[src/sleep_wdt_pkg.sv]
// constants, register map and carrier types for the sleep and watchdog controller
// assumes a 10 MHz pclk and a one-cycle tick from the low-frequency oscillator
package sleep_wdt_pkg;

  // register byte offsets on the apb window
  localparam logic [7:0] OFS_REG_SLEEP_CTL = 8'h00;
  localparam logic [7:0] OFS_STATUS = 8'h04;
  localparam logic [7:0] OFS_WDT_CTL = 8'h08;
  localparam logic [7:0] OFS_WDT_COUNT = 8'h0c;

  // field positions
  localparam int BIT_RESERVED = 0;
  localparam int BIT_POWER_SEL = 1;
  localparam int BIT_TIMEOUT = 0;
  localparam int BIT_POWERDOWN = 1;
  localparam int BIT_ASLEEP = 2;
  localparam int BIT_LOW_POWER = 3;
  localparam int BIT_SW_ENABLE = 0;
  localparam int PS_LSB = 1;
  localparam int PS_MSB = 5;

  // reset value and largest period code
  localparam logic [4:0] PS_RESET = 5'h0b;
  localparam logic [4:0] PS_MAX = 5'h12;

  // watchdog counter: base prescale of 32 ticks, max 2^23 ticks
  localparam int WDT_W = 24;
  localparam logic [WDT_W-1:0] WDT_BASE = 24'h000020;
  localparam logic [WDT_W-1:0] WDT_ONE = 24'h000001;

  // watchdog_mode_config encodings
  localparam logic [1:0] WDT_MODE_OFF = 2'h0;
  localparam logic [1:0] WDT_MODE_SW = 2'h1;
  localparam logic [1:0] WDT_MODE_AWAKE = 2'h2;
  localparam logic [1:0] WDT_MODE_ON = 2'h3;

  // regulator stabilisation after low-power sleep
  localparam int CLK_PERIOD_NS = 100;
  localparam int STAB_TIME_NS = 10000;
  localparam int STAB_CYCLES = (STAB_TIME_NS + CLK_PERIOD_NS - 1) / CLK_PERIOD_NS;
  localparam int STAB_W = 16;

  typedef enum logic [1:0] {
    ST_AWAKE,
    ST_ASLEEP,
    ST_SETTLE
  } pwr_state_t;

  // requests from the processor core and interrupt logic
  typedef struct packed {
    logic sleep_instr;
    logic clear_instr;
    logic irq_pending;
    logic global_interrupt_enable;
  } core_req_t;

  // full reset sources with their enables
  typedef struct packed {
    logic ext_pin;
    logic ext_pin_en;
    logic brownout;
    logic brownout_en;
    logic power_on;
  } reset_src_t;

  // peripheral conditions that steer sleep power
  typedef struct packed {
    logic adc_conv_osc_sel;
    logic lp_incompatible;
    logic hf_osc_needed;
  } periph_cond_t;

  // controls driven to the rest of the chip
  typedef struct packed {
    logic cpu_clk_en;
    logic lf_osc_keep;
    logic io_hold;
    logic adc_run_en;
    logic reg_low_power;
    logic hf_osc_keep;
  } pwr_ctl_t;

  // events driven back to the core
  typedef struct packed {
    logic prefetch;
    logic resume;
    logic vector_req;
    logic wdt_reset;
    logic full_reset;
  } core_evt_t;

endpackage

[src/sleep_wdt_ctrl.sv]
// sleep entry and wake-up sequencer with watchdog, apb register slave
// core and interrupt logic are on pclk; lf_tick is a synchronous one-cycle tick
//
// Notes on behaviour
// - power-down is entered only on the sleep instruction
// - sleep entry clears watchdog, clears powerdown, sets timeout, stops cpu clock
// - low-frequency oscillator keeps running throughout sleep
// - io ports hold their pre-sleep state during sleep
// - converter keeps running in sleep when its own oscillator is chosen
// - sleep leaves every non-watchdog reset source unchanged
// - pin, brownout, power-on reset; watchdog and interrupts resume execution
// - next instruction is prefetched while the sleep instruction executes
// - individually enabled interrupts wake regardless of global enable
// - after interrupt wake, vector only when global enable is set
// - watchdog cleared on every wake from sleep
// - interrupt pending before sleep makes sleep a no-op, flags untouched
// - interrupt during or after sleep: complete entry then wake at once
// - power select bit puts regulator in low-power state during sleep
// - low-power wake adds a stabilisation delay; normal wake has none
// - incompatible peripheral enabled keeps regulator in normal mode
// - high-frequency oscillator kept running in sleep when a user needs it
// - watchdog time base is the low-frequency oscillator tick
// - watchdog resets device when not cleared within the time-out
// - mode 11 always on, 10 off in sleep, 01 software enable
// - watchdog time-out in sleep wakes instead of resetting
//
// The register offsets and register access over APB were decided locally.
`timescale 1ns/10ps
module sleep_wdt_ctrl
  import sleep_wdt_pkg::*;
#(
  parameter int STAB_COUNT = STAB_CYCLES
) (
  // clock and reset
  input wire logic pclk,
  input wire logic presetn,
  // apb slave
  input wire logic psel,
  input wire logic penable,
  input wire logic pwrite,
  input wire logic [7:0] paddr,
  input wire logic [31:0] pwdata,
  output logic [31:0] prdata,
  output logic pready,
  output logic pslverr,
  // configuration word and oscillator tick
  input wire logic [1:0] watchdog_mode_config,
  input wire logic lf_tick,
  // core, reset sources and peripheral conditions
  input wire core_req_t core_req,
  input wire reset_src_t reset_src,
  input wire periph_cond_t periph,
  // outputs to chip and core
  output pwr_ctl_t pwr_ctl,
  output core_evt_t core_evt
);

  // the wake-delay check below counts on at least this many settle cycles
  localparam int SETTLE_MIN = 2;

  if (STAB_COUNT < SETTLE_MIN || STAB_COUNT >= (1 << STAB_W)) begin : g_bad_stab
    $error("STAB_COUNT out of range");
  end

  localparam logic [STAB_W-1:0] STAB_LOAD = STAB_W'(STAB_COUNT - 1);

  typedef struct packed {
    pwr_state_t fsm;
    logic [WDT_W-1:0] wdt_cnt;
    logic [STAB_W-1:0] settle_cnt;
    logic timeout_flag;
    logic powerdown_flag;
    logic power_sel;
    logic sw_enable;
    logic [4:0] period_sel;
    logic lp_active;
    logic woke_irq;
    logic [31:0] rdata;
    logic ready;
    logic slverr;
    pwr_ctl_t ctl;
    core_evt_t evt;
  } state_t;

  state_t state_r;
  state_t state_nxt;

  function automatic logic [WDT_W-1:0] wdt_limit(input logic [4:0] ps);
    // reserved period codes fall back to the shortest interval
    if (ps > PS_MAX) begin
      return WDT_BASE;
    end
    return WDT_BASE << ps;
  endfunction

  function automatic logic wdt_active(input logic [1:0] mode, input logic swen,
                                      input logic asleep);
    case (mode)
      WDT_MODE_ON: return 1'b1;
      WDT_MODE_AWAKE: return !asleep;
      WDT_MODE_SW: return swen;
      default: return 1'b0;
    endcase
  endfunction

  logic wdt_on;
  logic wdt_expire;
  logic full_rst;
  logic do_resume;
  logic setup_ph;
  logic access_wr;

  always_comb begin
    state_nxt = state_r;
    state_nxt.evt = '0;
    do_resume = 1'b0;
    setup_ph = psel && !penable;
    access_wr = psel && penable && pwrite && state_r.ready;
    wdt_on = wdt_active(watchdog_mode_config, state_r.sw_enable, state_r.fsm == ST_ASLEEP);
    wdt_expire = wdt_on && lf_tick && (state_r.wdt_cnt == wdt_limit(state_r.period_sel) - WDT_ONE);
    // resets act the same awake or asleep
    full_rst = (reset_src.ext_pin && reset_src.ext_pin_en) ||
               (reset_src.brownout && reset_src.brownout_en) || reset_src.power_on;

    // apb: data prepared in setup so the access phase completes at once
    state_nxt.ready = 1'b1;
    if (setup_ph) begin
      state_nxt.slverr = 1'b0;
      state_nxt.rdata = '0;
      case (paddr)
        OFS_REG_SLEEP_CTL: begin
          state_nxt.rdata[BIT_RESERVED] = 1'b1;
          state_nxt.rdata[BIT_POWER_SEL] = state_r.power_sel;
        end
        OFS_STATUS: begin
          state_nxt.rdata[BIT_TIMEOUT] = state_r.timeout_flag;
          state_nxt.rdata[BIT_POWERDOWN] = state_r.powerdown_flag;
          state_nxt.rdata[BIT_ASLEEP] = state_r.fsm != ST_AWAKE;
          state_nxt.rdata[BIT_LOW_POWER] = state_r.lp_active;
        end
        OFS_WDT_CTL: begin
          state_nxt.rdata[BIT_SW_ENABLE] = state_r.sw_enable;
          state_nxt.rdata[PS_MSB:PS_LSB] = state_r.period_sel;
        end
        OFS_WDT_COUNT: state_nxt.rdata[WDT_W-1:0] = state_r.wdt_cnt;
        default: state_nxt.slverr = 1'b1;
      endcase
    end
    if (access_wr) begin
      case (paddr)
        OFS_REG_SLEEP_CTL: state_nxt.power_sel = pwdata[BIT_POWER_SEL];
        OFS_WDT_CTL: begin
          state_nxt.sw_enable = pwdata[BIT_SW_ENABLE];
          state_nxt.period_sel = pwdata[PS_MSB:PS_LSB];
        end
        default: state_nxt.power_sel = state_r.power_sel;
      endcase
    end

    // watchdog counting; disabled means held cleared
    if (!wdt_on) begin
      state_nxt.wdt_cnt = '0;
    end else if (lf_tick) begin
      state_nxt.wdt_cnt = wdt_expire ? '0 : state_r.wdt_cnt + WDT_ONE;
    end

    case (state_r.fsm)
      ST_AWAKE: begin
        if (core_req.sleep_instr) begin
          state_nxt.evt.prefetch = 1'b1;
        end
        if (core_req.sleep_instr && core_req.irq_pending) begin
          state_nxt.wdt_cnt = state_r.wdt_cnt;
        end else if (core_req.sleep_instr) begin
          state_nxt.fsm = ST_ASLEEP;
          state_nxt.wdt_cnt = '0;
          state_nxt.powerdown_flag = 1'b0;
          state_nxt.timeout_flag = 1'b1;
          state_nxt.ctl.cpu_clk_en = 1'b0;
          state_nxt.ctl.io_hold = 1'b1;
          state_nxt.lp_active = state_r.power_sel && !periph.lp_incompatible;
        end else if (wdt_expire) begin
          // awake time-out resets; beats a clear in the same cycle
          state_nxt.evt.wdt_reset = 1'b1;
          state_nxt.timeout_flag = 1'b0;
        end else if (core_req.clear_instr) begin
          state_nxt.wdt_cnt = '0;
          state_nxt.timeout_flag = 1'b1;
          state_nxt.powerdown_flag = 1'b1;
        end
      end
      ST_ASLEEP: begin
        // wake sources; pending already gated by enables
        if (core_req.irq_pending || wdt_expire) begin
          state_nxt.wdt_cnt = '0;
          state_nxt.woke_irq = core_req.irq_pending;
          if (wdt_expire) begin
            state_nxt.timeout_flag = 1'b0;
          end
          // low-power regulator needs time to settle
          if (state_r.lp_active) begin
            state_nxt.fsm = ST_SETTLE;
            state_nxt.settle_cnt = STAB_LOAD;
          end else begin
            do_resume = 1'b1;
          end
        end
      end
      ST_SETTLE: begin
        if (state_r.settle_cnt == '0) begin
          do_resume = 1'b1;
        end else begin
          state_nxt.settle_cnt = state_r.settle_cnt - 1'b1;
        end
      end
      default: state_nxt.fsm = ST_AWAKE;
    endcase

    if (do_resume) begin
      state_nxt.fsm = ST_AWAKE;
      state_nxt.ctl.cpu_clk_en = 1'b1;
      state_nxt.ctl.io_hold = 1'b0;
      state_nxt.lp_active = 1'b0;
      state_nxt.evt.resume = 1'b1;
      // vector only with global enable, after the next instruction
      state_nxt.evt.vector_req = (state_nxt.woke_irq || core_req.irq_pending) && core_req.global_interrupt_enable;
    end

    state_nxt.ctl.lf_osc_keep = 1'b1;
    state_nxt.ctl.adc_run_en = (state_nxt.fsm == ST_AWAKE) || periph.adc_conv_osc_sel;
    state_nxt.ctl.hf_osc_keep = (state_nxt.fsm == ST_AWAKE) || periph.hf_osc_needed;
    state_nxt.ctl.reg_low_power = (state_nxt.fsm == ST_ASLEEP) && state_nxt.lp_active &&
                                  !periph.lp_incompatible;

    if (full_rst) begin
      // full reset from pin, brownout or power-on
      state_nxt.fsm = ST_AWAKE;
      state_nxt.wdt_cnt = '0;
      state_nxt.timeout_flag = 1'b1;
      state_nxt.powerdown_flag = 1'b1;
      state_nxt.lp_active = 1'b0;
      state_nxt.ctl.cpu_clk_en = 1'b1;
      state_nxt.ctl.io_hold = 1'b0;
      state_nxt.ctl.reg_low_power = 1'b0;
      state_nxt.evt = '0;
      state_nxt.evt.full_reset = 1'b1;
    end
  end

  always_ff @(posedge pclk or negedge presetn) begin
    if (!presetn) begin
      state_r <= '0;
      state_r.fsm <= ST_AWAKE;
      state_r.timeout_flag <= 1'b1;
      state_r.powerdown_flag <= 1'b1;
      state_r.period_sel <= PS_RESET;
      state_r.ctl.cpu_clk_en <= 1'b1;
      state_r.ctl.lf_osc_keep <= 1'b1;
      state_r.ctl.adc_run_en <= 1'b1;
      state_r.ctl.hf_osc_keep <= 1'b1;
    end else begin
      state_r <= state_nxt;
    end
  end

  assign prdata = state_r.rdata;
  assign pready = state_r.ready;
  assign pslverr = state_r.slverr;
  assign pwr_ctl = state_r.ctl;
  assign core_evt = state_r.evt;
endmodule

[config.mk]
export PLATFORM = sky130hd
export DESIGN_NAME = sleep_wdt_ctrl
export DESIGN_NICKNAME = d
export VERILOG_FILES = /design/src/sleep_wdt_pkg.sv /design/src/sleep_wdt_ctrl.sv
export SDC_FILE = /design/constraint.sdc
export NUM_CORES = 1
export LEC_CHECK = 0
export ABC_CLOCK_PERIOD_IN_PS = 11000
export BUFFER_PORTS_ARGS = -buffer_cell sky130_fd_sc_hd__buf_2
export CAP_MARGIN = 20
export CORE_MARGIN = 3
export CORE_UTILIZATION = 60
export DETAILED_ROUTE_END_ITERATION = 10
export PLACE_DENSITY = 0.85
export SLEW_MARGIN = 30
export SYNTH_ARGS = -nofsm -noshare
export SYNTH_HDL_FRONTEND = slang
export SYNTH_SLANG_ARGS = --single-unit
[constraint.sdc]
create_clock -name pclk -period 11 [get_ports pclk]
set_input_delay 1.65 -clock pclk [delete_from_list [all_inputs] [get_ports pclk]]
set_output_delay 1.65 -clock pclk [all_outputs]
set_load 0.02 [all_outputs]
Word level (Yosys, flattened, before mapping)
Cells that the tools add are included.
Operators by class
  order comparisons: 1
  reductions and logical operators: 40
  eq/ne operators: 20
  mux-type cells: 66
  $add $sub $neg: 3
  shift-type cells: 1
Operators with widths (number)
  2-to-1 mux 24 bit: 9
  one-hot mux 24 bit (2 select lines): 1
  2-to-1 mux 43 bit: 1
  2-to-1 mux 1 bit: 33
  2-to-1 mux 16 bit: 2
  one-hot mux 16 bit (2 select lines): 1
  2-to-1 mux 26 bit: 1
  adder 24 x 1 -> 24 bit (second input constant): 1
  equality test 24 bit: 1
  left shift 6 x 5 -> 24 bit (first input constant): 1
  subtractor 24 x 1 -> 24 bit (second input constant): 1
  2-to-1 mux 18 bit: 1
  2-to-1 mux 2 bit: 9
  equality test 8 x 4 -> 1 bit (second input constant): 2
  logical NOT 16 bit: 1
  subtractor 16 x 1 -> 16 bit (second input constant): 1
  logical AND 1 bit: 13
  one-hot mux 2 bit (3 select lines): 2
  nonzero test 3 bit: 4
  inequality test 3 bit (second input constant): 3
  equality test 8 x 3 -> 1 bit (second input constant): 1
  logical NOT 8 bit: 1
  one-hot mux 2 bit (4 select lines): 1
  AND reduction 4 bit: 2
  other kinds (19): 38
Storage, ports and cells
  register bits after elaboration: 89
  word-level logic and storage cells: 154
  output and inout port bits: 45

Depth between registers and ports, before layout
Gate-level depths: netlist of run 1.
  word-level depth: 16
  gate-level depth with buffers: 18

Worst setup path after synthesis of run 1
No wires, ideal clock.
  kind: input to register
  start point: in watchdog_mode_config[1]
  end point: reg state_r (netlist bit pwr_ctl[0])
  data arrival time: 3.964 ns
  data required time: 10.906 ns
  setup slack: 6.942 ns
  cell stages on the path: 9
  path buffers: 0
  cell sequence: inv_1 > o21ai_0 > o211ai_1 > or4_1 > or4_4 > o31ai_4 > nand2_2 > and3_1 > or4_1
RTL lines
  from (decl): RTL line sleep_wdt_ctrl.sv:47  | input wire logic [1:0] watchdog_mode_config,
  to (signal assigned): RTL line sleep_wdt_ctrl.sv:262  | state_r <= state_nxt;
  to (decl): RTL line sleep_wdt_ctrl.sv:85  | state_t state_r;

Worst setup path in the final report of run 1
  start point: reg state_r[49] (netlist name)
  end point: reg state_r[69] (netlist name)
Between the ends
  longest elaborated chain between the ends: 9
  elaborated cells on any way between the ends: 10
  classes of those cells: 1 x add/sub; 1 x order compare; 2 x eq/ne; 1 x shift; 2 x mux; 3 x reduce/logical
Ends and longest elaborated chain
  > comparator 5 bit: RTL line sleep_wdt_ctrl.sv:90  | if (ps > PS_MAX) begin
  2-to-1 mux 1 bit: RTL line sleep_wdt_ctrl.sv:90
  2-to-1 mux 24 bit (*): RTL line sleep_wdt_ctrl.sv:93  | return WDT_BASE << ps;
  subtractor 24 x 1 -> 24 bit (*): RTL line sleep_wdt_ctrl.sv:120  | wdt_expire = wdt_on && lf_tick && (state_r.wdt_cnt == wdt_limit(state_r.period_sel) - WDT_ONE);
  equality test 24 bit (*): RTL line sleep_wdt_ctrl.sv:120
  logical AND 1 bit (*): RTL line sleep_wdt_ctrl.sv:120
  logical OR 1 bit (*): RTL line sleep_wdt_ctrl.sv:194  | if (core_req.irq_pending || wdt_expire) begin
  inequality test 2 x 1 -> 1 bit (no source line) (*)
  AND reduction 4 bit (no source line) (*)
Every way passes the cells marked *; elsewhere a longest branch is shown, timed or not.
A chain may end at the register's enable or synchronous reset.

==> results of run 1 <==
## registers in the layout, summed over array words and instances, names as in the netlist
register / cells
state_r: 53
prdata: 24
core_evt: 5
pwr_ctl: 5
pready: 1
pslverr: 1
## worst max-delay path, cell delays in order (launching register included)
cell and delay [ns]:
dfrtp_1 0.69, a211o_1 0.47, a22oi_2 0.24, ha_1 0.62, xnor2_1 0.27, mux2i_1 0.22, a221oi_1 0.12, nand2b_1 0.19
or4_4 0.51, nor4_4 0.37, o21ai_2 0.29, or4_1 0.54, a21oi_1 0.18
## layout make-up
| type | instances | area [µm²] | share of cell area |
|---|---|---|---|
| multi-input combinational | 458 | 3010 | 0.496 |
| sequential | 89 | 2240 | 0.369 |
| timing repair buffer | 72 | 374 | 0.0616 |
| inverter | 21 | 78.8 | 0.0130 |
| tap | 129 | 161 | 0.0266 |
| clock buffer | 11 | 141 | 0.0233 |
| clock inverter | 5 | 62.6 | 0.0103 |
## layer usage
metal  vias to the layer above  GRT usage
li1                       2351          -
met1                      2464      0.398
met2                       261      0.395
met3                        33     0.0352
met4                         0     0.0918
met5                         -          0
## cell families after synthesis
family | after synthesis
other | 2
buffers and inverters | 116
XOR/XNOR | 16
multiplexers | 23
flip-flops | 89
adder cells (fa/ha/maj) | 8
AO/OA/AOI/OAI | 183
AND/OR/NAND/NOR | 218
## layout by cell type (no fill, tap or decap), types with 5 or more instances in the layout
cell type | synthesis | final
a21oi_1 | 41 | 41
a22o_1 | 22 | 22
a31oi_1 | 20 | 20
and3_1 | 12 | 12
buf_2 | 9 | 68
clkbuf_8 | 0 | 10
conb_1 | 2 | 10
dfrtp_1 | 81 | 80
dfstp_2 | 8 | 8
ha_1 | 8 | 8
inv_1 | 20 | 20
mux2_2 | 10 | 10
mux2i_1 | 12 | 12
nand2_1 | 43 | 43
nand2b_1 | 8 | 7
nand3_1 | 18 | 18
nand4_1 | 7 | 7
nor2_1 | 41 | 41
nor3_1 | 17 | 16
nor4_1 | 12 | 12
o21a_1 | 5 | 5
o21ai_0 | 35 | 35
o31ai_1 | 6 | 6
or3_1 | 14 | 14
or4_1 | 10 | 10
xnor2_1 | 9 | 9
xor2_1 | 6 | 6
## final timing paths
check / cells past startpoint / slack (ns) / start / end
min in group asynchronous: 1 / 1.32 / presetn / prdata[11]
max in group asynchronous: 1 / 9.08 / presetn / state_r[51]
min reg2reg: 2 / 0.49 / prdata[4] / prdata[4]
max: 12 / 6.21 / state_r[49] / state_r[69]
min: 2 / 0.49 / prdata[4] / prdata[4]
max reg2reg: 12 / 6.21 / state_r[49] / state_r[69]
## synthesized netlist by cell type, types with 14 or more instances
cell type / n
dfrtp_1: 81
buf_4: 44
nand2_1: 43
a21oi_1: 41
nor2_1: 41
o21ai_0: 35
clkbuf_1: 33
a22o_1: 22
a31oi_1: 20
inv_1: 20
nand3_1: 18
nor3_1: 17
or3_1: 14
## power by group
group          switching, mW  internal [mW]  leakage, nW
clock network          0.122          0.113        0.102
logic                 0.0518         0.0269         1.37
registers            0.00610          0.335         1.18
total                  0.180          0.475         2.66
## stage by stage
step / worst slack [ns] / instance area [µm²] / hold slack, ns
floorplan: 6.94 / 5890 / 0.449
global placement: 6.22 / 5850 / 0.469
detailed placement: 6.10 / 5860 / 0.466
CTS: 6.08 / 6060 / 0.486
global route: 5.94 / 6070 / 0.520
finish: 6.21 / 6070 / 0.489
==> impl_results.html, run 1 <==
<table>
<tr><th>Metric</th><th>Value</th></tr>
<tr><th colspan="2">Synthesis</th></tr>
<tr><td>Syn avg cell area</td><td>8.95 µm²</td></tr>
<tr><td>Simple-Gate Fraction of Synth Area</td><td>0.205</td></tr>
<tr><td>Asr flop ratio synth</td><td>1.00</td></tr>
<tr><td>Number of register bits inferred by synthesis</td><td>89</td></tr>
<tr><td>Largest area contributor in the synthesized netlist</td><td>dfrtp_1</td></tr>
<tr><td>Register area share after synthesis</td><td>0.382</td></tr>
<tr><td>Yosys warnings</td><td>0</td></tr>
<tr><td>Mux share of post-synthesis cell area</td><td>0.0436</td></tr>
<tr><td>Distinct cells, synth</td><td>76</td></tr>
<tr><td>Netlist area before placement</td><td>5860 µm²</td></tr>
<tr><td>Compound-cell area share of the yosys netlist</td><td>0.215</td></tr>
<tr><td>Area share of the largest cell type after synthesis</td><td>0.346</td></tr>
<tr><td>Primary FF master, synth</td><td>dfrtp_1</td></tr>
<tr><td>Cells after synthesis</td><td>655</td></tr>
<tr><td>Main combinational cell family by area after synthesis</td><td>compound AO/OA/AOI/OAI gates</td></tr>
<tr><td>Dominant cells by area after synthesis</td><td>dfrtp_1 35%, buf_4 5.6%, dfstp_2 3.6%</td></tr>
<tr><td>Synthesized-area fraction occupied by xor and xnor cells</td><td>0.0252</td></tr>
<tr><td>Adder and majority cell fraction of the synthesized area</td><td>0.0171</td></tr>
<tr><td>Number of enable flip-flop cells after synthesis</td><td>0</td></tr>
<tr><th colspan="2">STA</th></tr>
<tr><td>Worst-Margin Slew</td><td>0.809 ns</td></tr>
<tr><td>Highest clock rate</td><td>209 MHz</td></tr>
<tr><td>Total negative setup slack</td><td>0 ns</td></tr>
<tr><td>Max Slew Vio Count</td><td>0</td></tr>
<tr><td>Post-route clock skew</td><td>0.0175 ns</td></tr>
<tr><td>Final cycle utilization of the critical path</td><td>0.435</td></tr>
<tr><td>Worst relative slew slack</td><td>0.461</td></tr>
<tr><td>Setup repair after global routing missed its margin</td><td>false</td></tr>
<tr><td>Number of hold violations in the final report</td><td>0</td></tr>
<tr><td>Finish-stage setup viols</td><td>0</td></tr>
<tr><td>Post-layout min period</td><td>4.79 ns</td></tr>
<tr><th colspan="2">Critical path</th></tr>
<tr><td>Setup Crit Path Kind</td><td>flop to flop</td></tr>
<tr><td>Critical path startpoint category</td><td>flop</td></tr>
<tr><td>Peak fanout along the critical path</td><td>23</td></tr>
<tr><td>Required time at the worst-slack endpoint</td><td>11.29 ns</td></tr>
<tr><td>CP endpoint kind</td><td>flop</td></tr>
<tr><td>Arr. time, crit path</td><td>5.08 ns</td></tr>
<tr><th colspan="2">Global routing</th></tr>
<tr><td>Vias in the first global route</td><td>4657</td></tr>
<tr><td>Total congestion overflow after global routing</td><td>0</td></tr>
<tr><td>Global-route wire length before repair</td><td>23.9 mm</td></tr>
<tr><td>GRT Util Overall</td><td>0.266</td></tr>
<tr><td>Pin count of the biggest net entering global routing</td><td>90</td></tr>
<tr><td>Number of antenna violations at the first check in global routing</td><td>0</td></tr>
<tr><th colspan="2">Status</th></tr>
<tr><td>Status</td><td>finished, final reports clean</td></tr>
<tr><th colspan="2">Finish</th></tr>
<tr><td>Number of standard cells in the final layout excluding fillers</td><td>785</td></tr>
<tr><td>Fill cell total of the finished layout</td><td>780</td></tr>
<tr><td>End-of-flow core utilization</td><td>0.648</td></tr>
<tr><td>Layout cells sized above 1</td><td>0.191</td></tr>
<tr><td>Number of diodes</td><td>0</td></tr>
<tr><td>Nets</td><td>719</td></tr>
<tr><td>Area growth from synthesis to layout</td><td>3.54%</td></tr>
<tr><th colspan="2">Floorplanning</th></tr>
<tr><td>Initial Utilization</td><td>0.625</td></tr>
<tr><td>Core area</td><td>9370 µm²</td></tr>
<tr><td>Full die area</td><td>11000 µm²</td></tr>
<tr><td>Die span in x</td><td>105 µm</td></tr>
<tr><td>Boundary pin count</td><td>105</td></tr>
<tr><td>DIE HEIGHT</td><td>105 µm</td></tr>
<tr><td>Site Rows</td><td>35</td></tr>
<tr><th colspan="2">Clock network</th></tr>
<tr><td>Resize count post-CTS</td><td>0</td></tr>
<tr><td>Hold-fix buffer count after cts</td><td>0</td></tr>
<tr><td>Clock transition at the registers of the reported paths</td><td>0.10 ns</td></tr>
<tr><td>CTS sink count</td><td>89</td></tr>
<tr><td>Clock tree from TritonCTS</td><td>built</td></tr>
<tr><td>Clock H-tree levels</td><td>3</td></tr>
<tr><td>Number of post-CTS setup repair buffers</td><td>0</td></tr>
<tr><td>Clock insertion delay at the later pin of the skew report</td><td>0.37 ns</td></tr>
<tr><td>Maximum count of clock buffers along a single path</td><td>2</td></tr>
<tr><td>Cell at the root of the clock tree</td><td>clkbuf_8</td></tr>
<tr><td>Number of buffers created by CTS</td><td>9</td></tr>
<tr><th colspan="2">Route</th></tr>
<tr><td>Average detailed-routed wire length per instance</td><td>18.3 µm</td></tr>
<tr><td>Via count</td><td>5109</td></tr>
<tr><td>Number of DRC violations after detailed-routing iteration 0</td><td>467</td></tr>
<tr><td>Highest metal layer with signal wires</td><td>met4</td></tr>
<tr><td>Routed met3 length</td><td>1.20 mm</td></tr>
<tr><td>Routed length on met2</td><td>6.62 mm</td></tr>
<tr><td>Number of nets with antenna violations after detailed routing</td><td>0</td></tr>
<tr><td>Drt pass-1 iters</td><td>5</td></tr>
<tr><td>Total DRC errors in the routed layout</td><td>0</td></tr>
<tr><td>Mean number of vias per cell</td><td>6.51</td></tr>
<tr><td>Detailed Route WL</td><td>14.4 mm</td></tr>
<tr><td>Metal1 wirelength</td><td>6.24 mm</td></tr>
<tr><th colspan="2">Placement</th></tr>
<tr><td>DPL Wire Length</td><td>10.3 mm</td></tr>
<tr><td>Number of buffers added on ports</td><td>69</td></tr>
<tr><td>Total placed cells including tap cells</td><td>769</td></tr>
<tr><td>Routability congestion estimate from global placement</td><td>0.917</td></tr>
<tr><th colspan="2">Power and ir drop</th></tr>
<tr><td>Leakage power figure</td><td>2.66 nW</td></tr>
<tr><td>Largest voltage drop on the vdd net</td><td>0.0562 mV</td></tr>
<tr><td>Total power divided by cell area</td><td>108 nW/µm²</td></tr>
<tr><td>Power, Total</td><td>0.655 mW</td></tr>
<tr><th colspan="2">Flow run</th></tr>
<tr><td>Maxcap violations</td><td>0</td></tr>
<tr><th colspan="2">Worst hold path</th></tr>
<tr><td>Worst min-delay path category</td><td>flop to flop</td></tr>
</table>
No activity file was read; power rests on OpenSTA's default activity.
==> inputs of run 2 (changes only) <==
Settings changed: ABC_CLOCK_PERIOD_IN_PS 11000 to 4700, CORE_UTILIZATION 60 to 57, PLACE_DENSITY 0.85 to 0.81.
Clock period 11 ns to 4.7 ns, I/O delays scaled along.
==> run 2 against run 1 <==
Combinational power up 140%. First-iteration DRC count down 13%. Maximum frequency up 12%. Sequential power up 130%. Utilization down 2.3 points. Final cell count up 2.2%. Routed wire length down 2.5%. Critical endpoint unchanged. Sequential cell count unchanged. Register-to-register slack worse by 5.8 ns. Via count down 1.8%.
==> impl_results.html, run 2 (same netlist as run 1, synthesis figures left out) <==
<table>
<tr><th>Metric</th><th>Value</th></tr>
<tr><th colspan="2">Route</th></tr>
<tr><td>Number of nets with antenna violations after detailed routing</td><td>0 (unchanged)</td></tr>
<tr><td>Number of DRC violations after detailed-routing iteration 0</td><td>408 (-13%)</td></tr>
<tr><td>Average detailed-routed wire length per instance</td><td>17.5 µm (-4.6%)</td></tr>
<tr><td>Mean number of vias per cell</td><td>6.25 (-3.9%)</td></tr>
<tr><td>Total DRC errors in the routed layout</td><td>0 (unchanged)</td></tr>
<tr><td>Via count</td><td>5016 (-1.8%)</td></tr>
<tr><td>Drt pass-1 iters</td><td>5 (unchanged)</td></tr>
<tr><td>Detailed Route WL</td><td>14.0 mm (-2.5%)</td></tr>
<tr><th colspan="2">Clock network</th></tr>
<tr><td>Resize count post-CTS</td><td>0 (unchanged)</td></tr>
<tr><td>Number of buffers created by CTS</td><td>9 (unchanged)</td></tr>
<tr><td>Hold-fix buffer count after cts</td><td>0 (unchanged)</td></tr>
<tr><td>Maximum count of clock buffers along a single path</td><td>2 (unchanged)</td></tr>
<tr><td>Number of post-CTS setup repair buffers</td><td>0 (unchanged)</td></tr>
<tr><td>Clock transition at the registers of the reported paths</td><td>0.10 ns (about the same)</td></tr>
<tr><td>CTS sink count</td><td>89 (unchanged)</td></tr>
<tr><td>Cell at the root of the clock tree</td><td>clkbuf_8</td></tr>
<tr><td>Clock H-tree levels</td><td>3 (unchanged)</td></tr>
<tr><td>Clock tree from TritonCTS</td><td>built</td></tr>
<tr><td>Clock insertion delay at the later pin of the skew report</td><td>0.36 ns (about the same)</td></tr>
<tr><th colspan="2">STA</th></tr>
<tr><td>Finish-stage setup viols</td><td>0 (unchanged)</td></tr>
<tr><td>Worst relative slew slack</td><td>0.470 (+0.00940)</td></tr>
<tr><td>Max Slew Vio Count</td><td>0 (unchanged)</td></tr>
<tr><td>Worst-Margin Slew</td><td>0.794 ns (-0.0141 ns)</td></tr>
<tr><td>Post-route clock skew</td><td>0.0159 ns (-0.00163 ns)</td></tr>
<tr><td>Post-layout min period</td><td>4.29 ns (-0.494 ns)</td></tr>
<tr><td>Final cycle utilization of the critical path</td><td>0.913 (+0.478)</td></tr>
<tr><td>Number of hold violations in the final report</td><td>0 (unchanged)</td></tr>
<tr><td>Setup repair after global routing missed its margin</td><td>false</td></tr>
<tr><td>Total negative setup slack</td><td>0 ns (unchanged)</td></tr>
<tr><td>Highest clock rate</td><td>233 MHz (+12%)</td></tr>
<tr><th colspan="2">Status</th></tr>
<tr><td>Status</td><td>finished, final reports clean</td></tr>
<tr><th colspan="2">Global routing</th></tr>
<tr><td>Vias in the first global route</td><td>4573 (-1.8%)</td></tr>
<tr><td>GR Layer Usage met2</td><td>0.388 (-0.00720)</td></tr>
<tr><td>GR Layer Usage met1</td><td>0.361 (-0.0374)</td></tr>
<tr><td>Top Usage Layer GRT</td><td>met2</td></tr>
<tr><td>Total congestion overflow after global routing</td><td>0 (unchanged)</td></tr>
<tr><td>Pin count of the biggest net entering global routing</td><td>90 (unchanged)</td></tr>
<tr><td>GRT Util Overall</td><td>0.251 (-0.0146)</td></tr>
<tr><td>Number of antenna violations at the first check in global routing</td><td>0 (unchanged)</td></tr>
<tr><td>Met3 track demand over resource in global routing</td><td>0.0456 (+0.0104)</td></tr>
<tr><td>Global-route wire length before repair</td><td>23.2 mm (-3.1%)</td></tr>
<tr><th colspan="2">Floorplanning</th></tr>
<tr><td>Die span in x</td><td>107 µm (+2.5%)</td></tr>
<tr><td>Site Rows</td><td>36 (+2.9%)</td></tr>
<tr><td>Initial Utilization</td><td>0.594 (-0.0313)</td></tr>
<tr><td>Boundary pin count</td><td>105 (unchanged)</td></tr>
<tr><td>Full die area</td><td>11500 µm² (+5.0%)</td></tr>
<tr><td>Core area</td><td>9860 µm² (+5.3%)</td></tr>
<tr><td>DIE HEIGHT</td><td>107 µm (+2.5%)</td></tr>
<tr><th colspan="2">Placement</th></tr>
<tr><td>Routability congestion estimate from global placement</td><td>0.888 (-3.1%)</td></tr>
<tr><td>Number of buffers added on ports</td><td>69 (unchanged)</td></tr>
<tr><td>DPL Wire Length</td><td>10.2 mm (-0.20%)</td></tr>
<tr><th colspan="2">Power and ir drop</th></tr>
<tr><td>Largest voltage drop on the vdd net</td><td>0.146 mV (+160%)</td></tr>
<tr><td>Relative contribution of sequential cells to total power</td><td>0.520 (about the same)</td></tr>
<tr><td>Combinational fraction of design power</td><td>0.121 (about the same)</td></tr>
<tr><td>Internal power of the cells</td><td>1.10 mW (+130%)</td></tr>
<tr><td>Sw Pwr</td><td>0.432 mW (+140%)</td></tr>
<tr><td>Power, Total</td><td>1.53 mW (+130%)</td></tr>
<tr><td>Switching part of the total</td><td>0.282 (+0.00681)</td></tr>
<tr><td>Leakage power figure</td><td>2.73 nW (+2.7%)</td></tr>
<tr><td>Power share of the clock group</td><td>0.359 (about the same)</td></tr>
<tr><td>Total power divided by cell area</td><td>249 nW/µm² (+130%)</td></tr>
<tr><th colspan="2">Critical path</th></tr>
<tr><td>CP endpoint kind</td><td>flop</td></tr>
<tr><td>Setup Crit Path Kind</td><td>flop to flop</td></tr>
<tr><td>Peak fanout along the critical path</td><td>12 (-48%)</td></tr>
<tr><td>Critical path startpoint category</td><td>flop</td></tr>
<tr><td>Required time at the worst-slack endpoint</td><td>4.99 ns (-6.30 ns)</td></tr>
<tr><td>Arr. time, crit path</td><td>4.58 ns (-0.50 ns)</td></tr>
<tr><th colspan="2">Finish</th></tr>
<tr><td>Number of diodes</td><td>0 (unchanged)</td></tr>
<tr><td>Area growth from synthesis to layout</td><td>5.15%</td></tr>
<tr><td>Most common library cell in the layout ignoring fill and taps</td><td>dfrtp_1</td></tr>
<tr><td>Top library cells by usage in the layout, fill and taps aside</td><td>81 x dfrtp_1, 68 x buf_2, 43 x nand2_1</td></tr>
<tr><td>Register name with the most flops</td><td>state_r</td></tr>
<tr><td>Layout cells sized above 1</td><td>0.205 (+0.0142)</td></tr>
<tr><td>End-of-flow core utilization</td><td>0.625 (-0.0228)</td></tr>
<tr><td>Nets</td><td>732 (+1.8%)</td></tr>
<tr><td>Max FFs per register</td><td>53 (unchanged)</td></tr>
<tr><th colspan="2">Worst hold path</th></tr>
<tr><td>Worst min-delay path category</td><td>primary input to asynchronous set/reset pin</td></tr>
<tr><th colspan="2">Flow run</th></tr>
<tr><td>Maxcap violations</td><td>0 (unchanged)</td></tr>
</table>
-- run 2: cell count changes in the layout (fill, tap and decap cells not counted) --
cell and change:
clkinv_4 +1, inv_6 +1, nor3_2 -1, clkbuf_8 -1, clkbuf_1 -1, buf_4 +13
nor3_1 +1, dfrtp_2 -1, dfrtp_1 +1, clkinv_2 +1, clkinvlp_4 -1
-- run 2: layout make-up --
| class | count | area, µm² |
|---|---|---|
| clock inverter | 7 | 77.6 |
| fill | 815 | 3700 |
| tap | 133 | 166 |
| inverter | 21 | 78.8 |
| timing repair buffer | 85 | 472 |
| multi-input combinational | 458 | 3010 |
| sequential | 89 | 2240 |
| clock buffer | 9 | 124 |
-- run 2: final timing paths --
kind / startpoint / to / slack, ns / cells after the start
max in group asynchronous: presetn / state_r[90] / 3.75 / 1
max: state_r[49] / state_r[69] / 0.41 / 12
min: presetn / state_r[64] / 0.38 / 1
max reg2reg: state_r[49] / state_r[69] / 0.41 / 12
min reg2reg: prdata[0] / prdata[0] / 0.48 / 2
min in group pclk: prdata[0] / prdata[0] / 0.48 / 2
-- run 2: layer usage --
metal  part of all wire  vias up
met3              0.073       21
met1               0.45     2385
li1                   -     2383
met2               0.46      227
met4              0.020        0
met5                  0        -
-- run 2: stage by stage --
stage | setup slack, ns | cell area, µm² | cells | hold slack, ns
detailed placement | 0.406 | 5960 | 786 | 0.466
finish | 0.408 | 6160 | 802 | 0.376
global placement | 0.517 | 5950 | 786 | 0.459
global route | 0.139 | 6160 | 802 | 0.453
floorplan | 0.801 | 5890 | 663 | 0.409
CTS | 0.371 | 6160 | 802 | 0.429
-- run 2: power groups by stage --
stage / sequential [mW] / combinational (mW) / clock (mW)
floorplan: 0.808 / 0.131 / 0
global placement: 0.809 / 0.178 / 0
detailed placement: 0.811 / 0.184 / 0
CTS: 0.796 / 0.185 / 0.557
global route: 0.799 / 0.207 / 0.594
finish: 0.796 / 0.186 / 0.550
-- run 2: worst max-delay path, stage by stage, from the launching register on --
cell	delay, ns
dfrtp_1	0.54
nor3_4	0.45
a22oi_2	0.19
ha_1	0.39
xnor2_1	0.34
mux2i_1	0.22
a221oi_1	0.13
nand2b_1	0.19
or4_4	0.51
nor4_4	0.36
o21ai_2	0.20
or4_1	0.49
a21oi_1	0.19
==> inputs of run 3 (changes only) <==
==> constraint.sdc (replaced) <==
create_clock -name pclk -period 4.7 [get_ports pclk]
set_input_delay 0.94 -clock pclk [delete_from_list [all_inputs] [get_ports pclk]]
set_output_delay 0.94 -clock pclk [all_outputs]
set_load 0.02 [all_outputs]
==> run 3 against run 2 <==
Global-route usage up 0.61 points. First-iteration DRC count up 8.6%. Non-clock buffer count unchanged. Via count up 1.6%. Maximum frequency down 0.41%. Routed wire length up 1.9%. Sequential cell count unchanged. Clock-buffer cell count unchanged. Combinational power about the same. Clock power down 8.0%. Sequential power about the same. Register-to-register slack worse by 0.02 ns. Critical endpoint is now pwr_ctl[2]. Highest routed layer unchanged.
==> impl_results.html, run 3 (same netlist as run 1, synthesis figures left out) <==
<table>
<tr><th>Metric</th><th>Value</th></tr>
<tr><th colspan="2">Clock network</th></tr>
<tr><td>Clock insertion delay at the later pin of the skew report</td><td>0.36 ns (about the same)</td></tr>
<tr><td>Hold-fix buffer count after cts</td><td>0 (unchanged)</td></tr>
<tr><td>Maximum count of clock buffers along a single path</td><td>2 (unchanged)</td></tr>
<tr><td>CTS sink count</td><td>89 (unchanged)</td></tr>
<tr><td>Clock transition at the registers of the reported paths</td><td>0.10 ns (about the same)</td></tr>
<tr><td>Clock H-tree levels</td><td>3 (unchanged)</td></tr>
<tr><td>Number of buffers created by CTS</td><td>9 (unchanged)</td></tr>
<tr><td>Resize count post-CTS</td><td>0 (unchanged)</td></tr>
<tr><td>Number of post-CTS setup repair buffers</td><td>0 (unchanged)</td></tr>
<tr><td>Clock tree from TritonCTS</td><td>built</td></tr>
<tr><td>Cell at the root of the clock tree</td><td>clkbuf_8</td></tr>
<tr><th colspan="2">Finish</th></tr>
<tr><td>Number of standard cells in the final layout excluding fillers</td><td>802 (unchanged)</td></tr>
<tr><td>Area growth from synthesis to layout</td><td>4.85%</td></tr>
<tr><td>Register name with the most flops</td><td>state_r</td></tr>
<tr><td>Max FFs per register</td><td>53 (unchanged)</td></tr>
<tr><td>Final instance area</td><td>6140 µm² (-0.28%)</td></tr>
<tr><td>Layout cells sized above 1</td><td>0.203 (-0.00149)</td></tr>
<tr><td>Number of diodes</td><td>0 (unchanged)</td></tr>
<tr><td>Top library cells by usage in the layout, fill and taps aside</td><td>81 x dfrtp_1, 68 x buf_2, 43 x nand2_1</td></tr>
<tr><td>Most common library cell in the layout ignoring fill and taps</td><td>dfrtp_1</td></tr>
<tr><td>End-of-flow core utilization</td><td>0.623 (-0.00178)</td></tr>
<tr><td>Nets</td><td>732 (unchanged)</td></tr>
<tr><th colspan="2">STA</th></tr>
<tr><td>Final cycle utilization of the critical path</td><td>0.917 (+0.00374)</td></tr>
<tr><td>Max Slew Vio Count</td><td>0 (unchanged)</td></tr>
<tr><td>Number of hold violations in the final report</td><td>0 (unchanged)</td></tr>
<tr><td>Hold Worst Slack</td><td>0.486 ns (+0.110 ns)</td></tr>
<tr><td>Finish-stage setup viols</td><td>0 (unchanged)</td></tr>
<tr><td>Post-route clock skew</td><td>0.0133 ns (-0.00255 ns)</td></tr>
<tr><td>Highest clock rate</td><td>232 MHz (-0.41%)</td></tr>
<tr><td>Worst-Margin Slew</td><td>0.793 ns (-0.00133 ns)</td></tr>
<tr><td>Total negative setup slack</td><td>0 ns (unchanged)</td></tr>
<tr><td>Post-layout worst setup margin</td><td>0.391 ns (-0.0176 ns)</td></tr>
<tr><td>Worst relative slew slack</td><td>0.471 (+0.000887)</td></tr>
<tr><td>Post-layout min period</td><td>4.31 ns (+0.0176 ns)</td></tr>
<tr><td>Setup repair after global routing missed its margin</td><td>false</td></tr>
<tr><th colspan="2">Floorplanning</th></tr>
<tr><td>Boundary pin count</td><td>105 (unchanged)</td></tr>
<tr><td>Core area</td><td>9860 µm² (unchanged)</td></tr>
<tr><td>DIE HEIGHT</td><td>107 µm (unchanged)</td></tr>
<tr><td>Site Rows</td><td>36 (unchanged)</td></tr>
<tr><td>Die span in x</td><td>107 µm (unchanged)</td></tr>
<tr><td>Full die area</td><td>11500 µm² (unchanged)</td></tr>
<tr><td>Initial Utilization</td><td>0.594 (unchanged)</td></tr>
<tr><th colspan="2">Global routing</th></tr>
<tr><td>Number of antenna violations at the first check in global routing</td><td>0 (unchanged)</td></tr>
<tr><td>Total congestion overflow after global routing</td><td>0 (unchanged)</td></tr>
<tr><td>GRT Util Overall</td><td>0.257 (+0.00605)</td></tr>
<tr><td>Pin count of the biggest net entering global routing</td><td>90 (unchanged)</td></tr>
<tr><td>Global-route wire length before repair</td><td>23.8 mm (+2.9%)</td></tr>
<tr><td>Vias in the first global route</td><td>4910 (+7.4%)</td></tr>
<tr><th colspan="2">Route</th></tr>
<tr><td>Mean number of vias per cell</td><td>6.35 (+1.6%)</td></tr>
<tr><td>Detailed Route WL</td><td>14.3 mm (+1.9%)</td></tr>
<tr><td>Drt pass-1 iters</td><td>5 (unchanged)</td></tr>
<tr><td>Total DRC errors in the routed layout</td><td>0 (unchanged)</td></tr>
<tr><td>Average detailed-routed wire length per instance</td><td>17.8 µm (+1.9%)</td></tr>
<tr><td>Number of nets with antenna violations after detailed routing</td><td>0 (unchanged)</td></tr>
<tr><td>Via count</td><td>5095 (+1.6%)</td></tr>
<tr><td>Number of DRC violations after detailed-routing iteration 0</td><td>443 (+8.6%)</td></tr>
<tr><th colspan="2">Power and ir drop</th></tr>
<tr><td>Power, Total</td><td>1.49 mW (-3.0%)</td></tr>
<tr><td>Leakage power figure</td><td>2.72 nW (-0.60%)</td></tr>
<tr><td>Largest voltage drop on the vdd net</td><td>0.156 mV (+7.0%)</td></tr>
<tr><td>Total power divided by cell area</td><td>242 nW/µm² (-2.7%)</td></tr>
<tr><th colspan="2">Placement</th></tr>
<tr><td>Routability congestion estimate from global placement</td><td>0.886 (-0.21%)</td></tr>
<tr><td>Number of buffers added on ports</td><td>69 (unchanged)</td></tr>
<tr><td>Total placed cells including tap cells</td><td>786 (unchanged)</td></tr>
<tr><td>Post-placement cell area</td><td>5960 µm² (about the same)</td></tr>
<tr><td>DPL Wire Length</td><td>10.4 mm (+1.7%)</td></tr>
<tr><td>Setup Slack @ Placement</td><td>0.398 ns (-0.00788 ns)</td></tr>
<tr><th colspan="2">Status</th></tr>
<tr><td>Status</td><td>finished, final reports clean</td></tr>
<tr><th colspan="2">Critical path</th></tr>
<tr><td>Cell with the most instances on the worst path</td><td>or4_1</td></tr>
<tr><td>R2R cell count</td><td>13 (+1)</td></tr>
<tr><td>Critical Path Slowest Stage Cell</td><td>or4_1</td></tr>
<tr><td>CP endpoint kind</td><td>flop</td></tr>
<tr><td>Largest incremental delay on the critical path</td><td>0.62 ns (+0.08 ns)</td></tr>
<tr><td>Critical path startpoint category</td><td>flop</td></tr>
<tr><td>Required time at the worst-slack endpoint</td><td>4.99 ns (about the same)</td></tr>
<tr><td>Arr. time, crit path</td><td>4.59 ns (about the same)</td></tr>
<tr><td>CP cell instances</td><td>nor3_4 -&gt; a22oi_2 -&gt; ha_1 -&gt; buf_4 -&gt; nor4b_1 -&gt; a22oi_1 -&gt; a2bb2oi_1 -&gt; xnor2_1 -&gt; or4_1 -&gt; o31ai_4 -&gt; nand2_2 -&gt; and3_1 -&gt; or4_1</td></tr>
<tr><td>Setup Crit Path Kind</td><td>flop to flop</td></tr>
<tr><td>Peak fanout along the critical path</td><td>11 (-1)</td></tr>
<tr><th colspan="2">Worst hold path</th></tr>
<tr><td>Hold Path Depth</td><td>2</td></tr>
<tr><td>Worst min-delay path category</td><td>flop to flop</td></tr>
<tr><th colspan="2">Flow run</th></tr>
<tr><td>Maxcap violations</td><td>0 (unchanged)</td></tr>
</table>
## run 3: layout make-up
cell class,instances,area [µm²]
clock buffer,9,124
clock inverter,7,62.6
fill,834,3720
inverter,21,78.8
multi-input combinational,458,3000
sequential,89,2240
tap,133,166
timing repair buffer,85,472
## run 3: power by group
part	total, mW	internal [mW]	switching [mW]	leakage (nW)
Clock	0.506	0.201	0.304	0.0894
Sequential	0.796	0.784	0.0123	1.19
Combinational	0.185	0.0644	0.120	1.44
Total	1.49	1.05	0.437	2.72
## run 3: final timing paths
check | from | to | slack (ns)
min | prdata[0] | prdata[0] | 0.49
max reg2reg | state_r[49] | pwr_ctl[2] | 0.39
min in group asynchronous | presetn | state_r[65] | 0.63
max | state_r[49] | pwr_ctl[2] | 0.39
max in group asynchronous | presetn | prdata[3] | 3.53
min reg2reg | prdata[0] | prdata[0] | 0.49
## run 3: metal layers
layer  part of all wire  track usage  vias up
li1                   -            -     2377
met4              0.027       0.0929        0
met3              0.081       0.0528       33
met5                  0            0        -
met1               0.44        0.354     2458
met2               0.45        0.403      227
## run 3: critical path: cells and delay by family (launching register included)
family | cells | cell delay, ns
fa+ha+maj | 1 | 0.37
flops | 1 | 0.53
compound gates | 4 | 0.83
simple gates | 6 | 2.12
xor+xnor | 1 | 0.16
buf+inv | 1 | 0.22
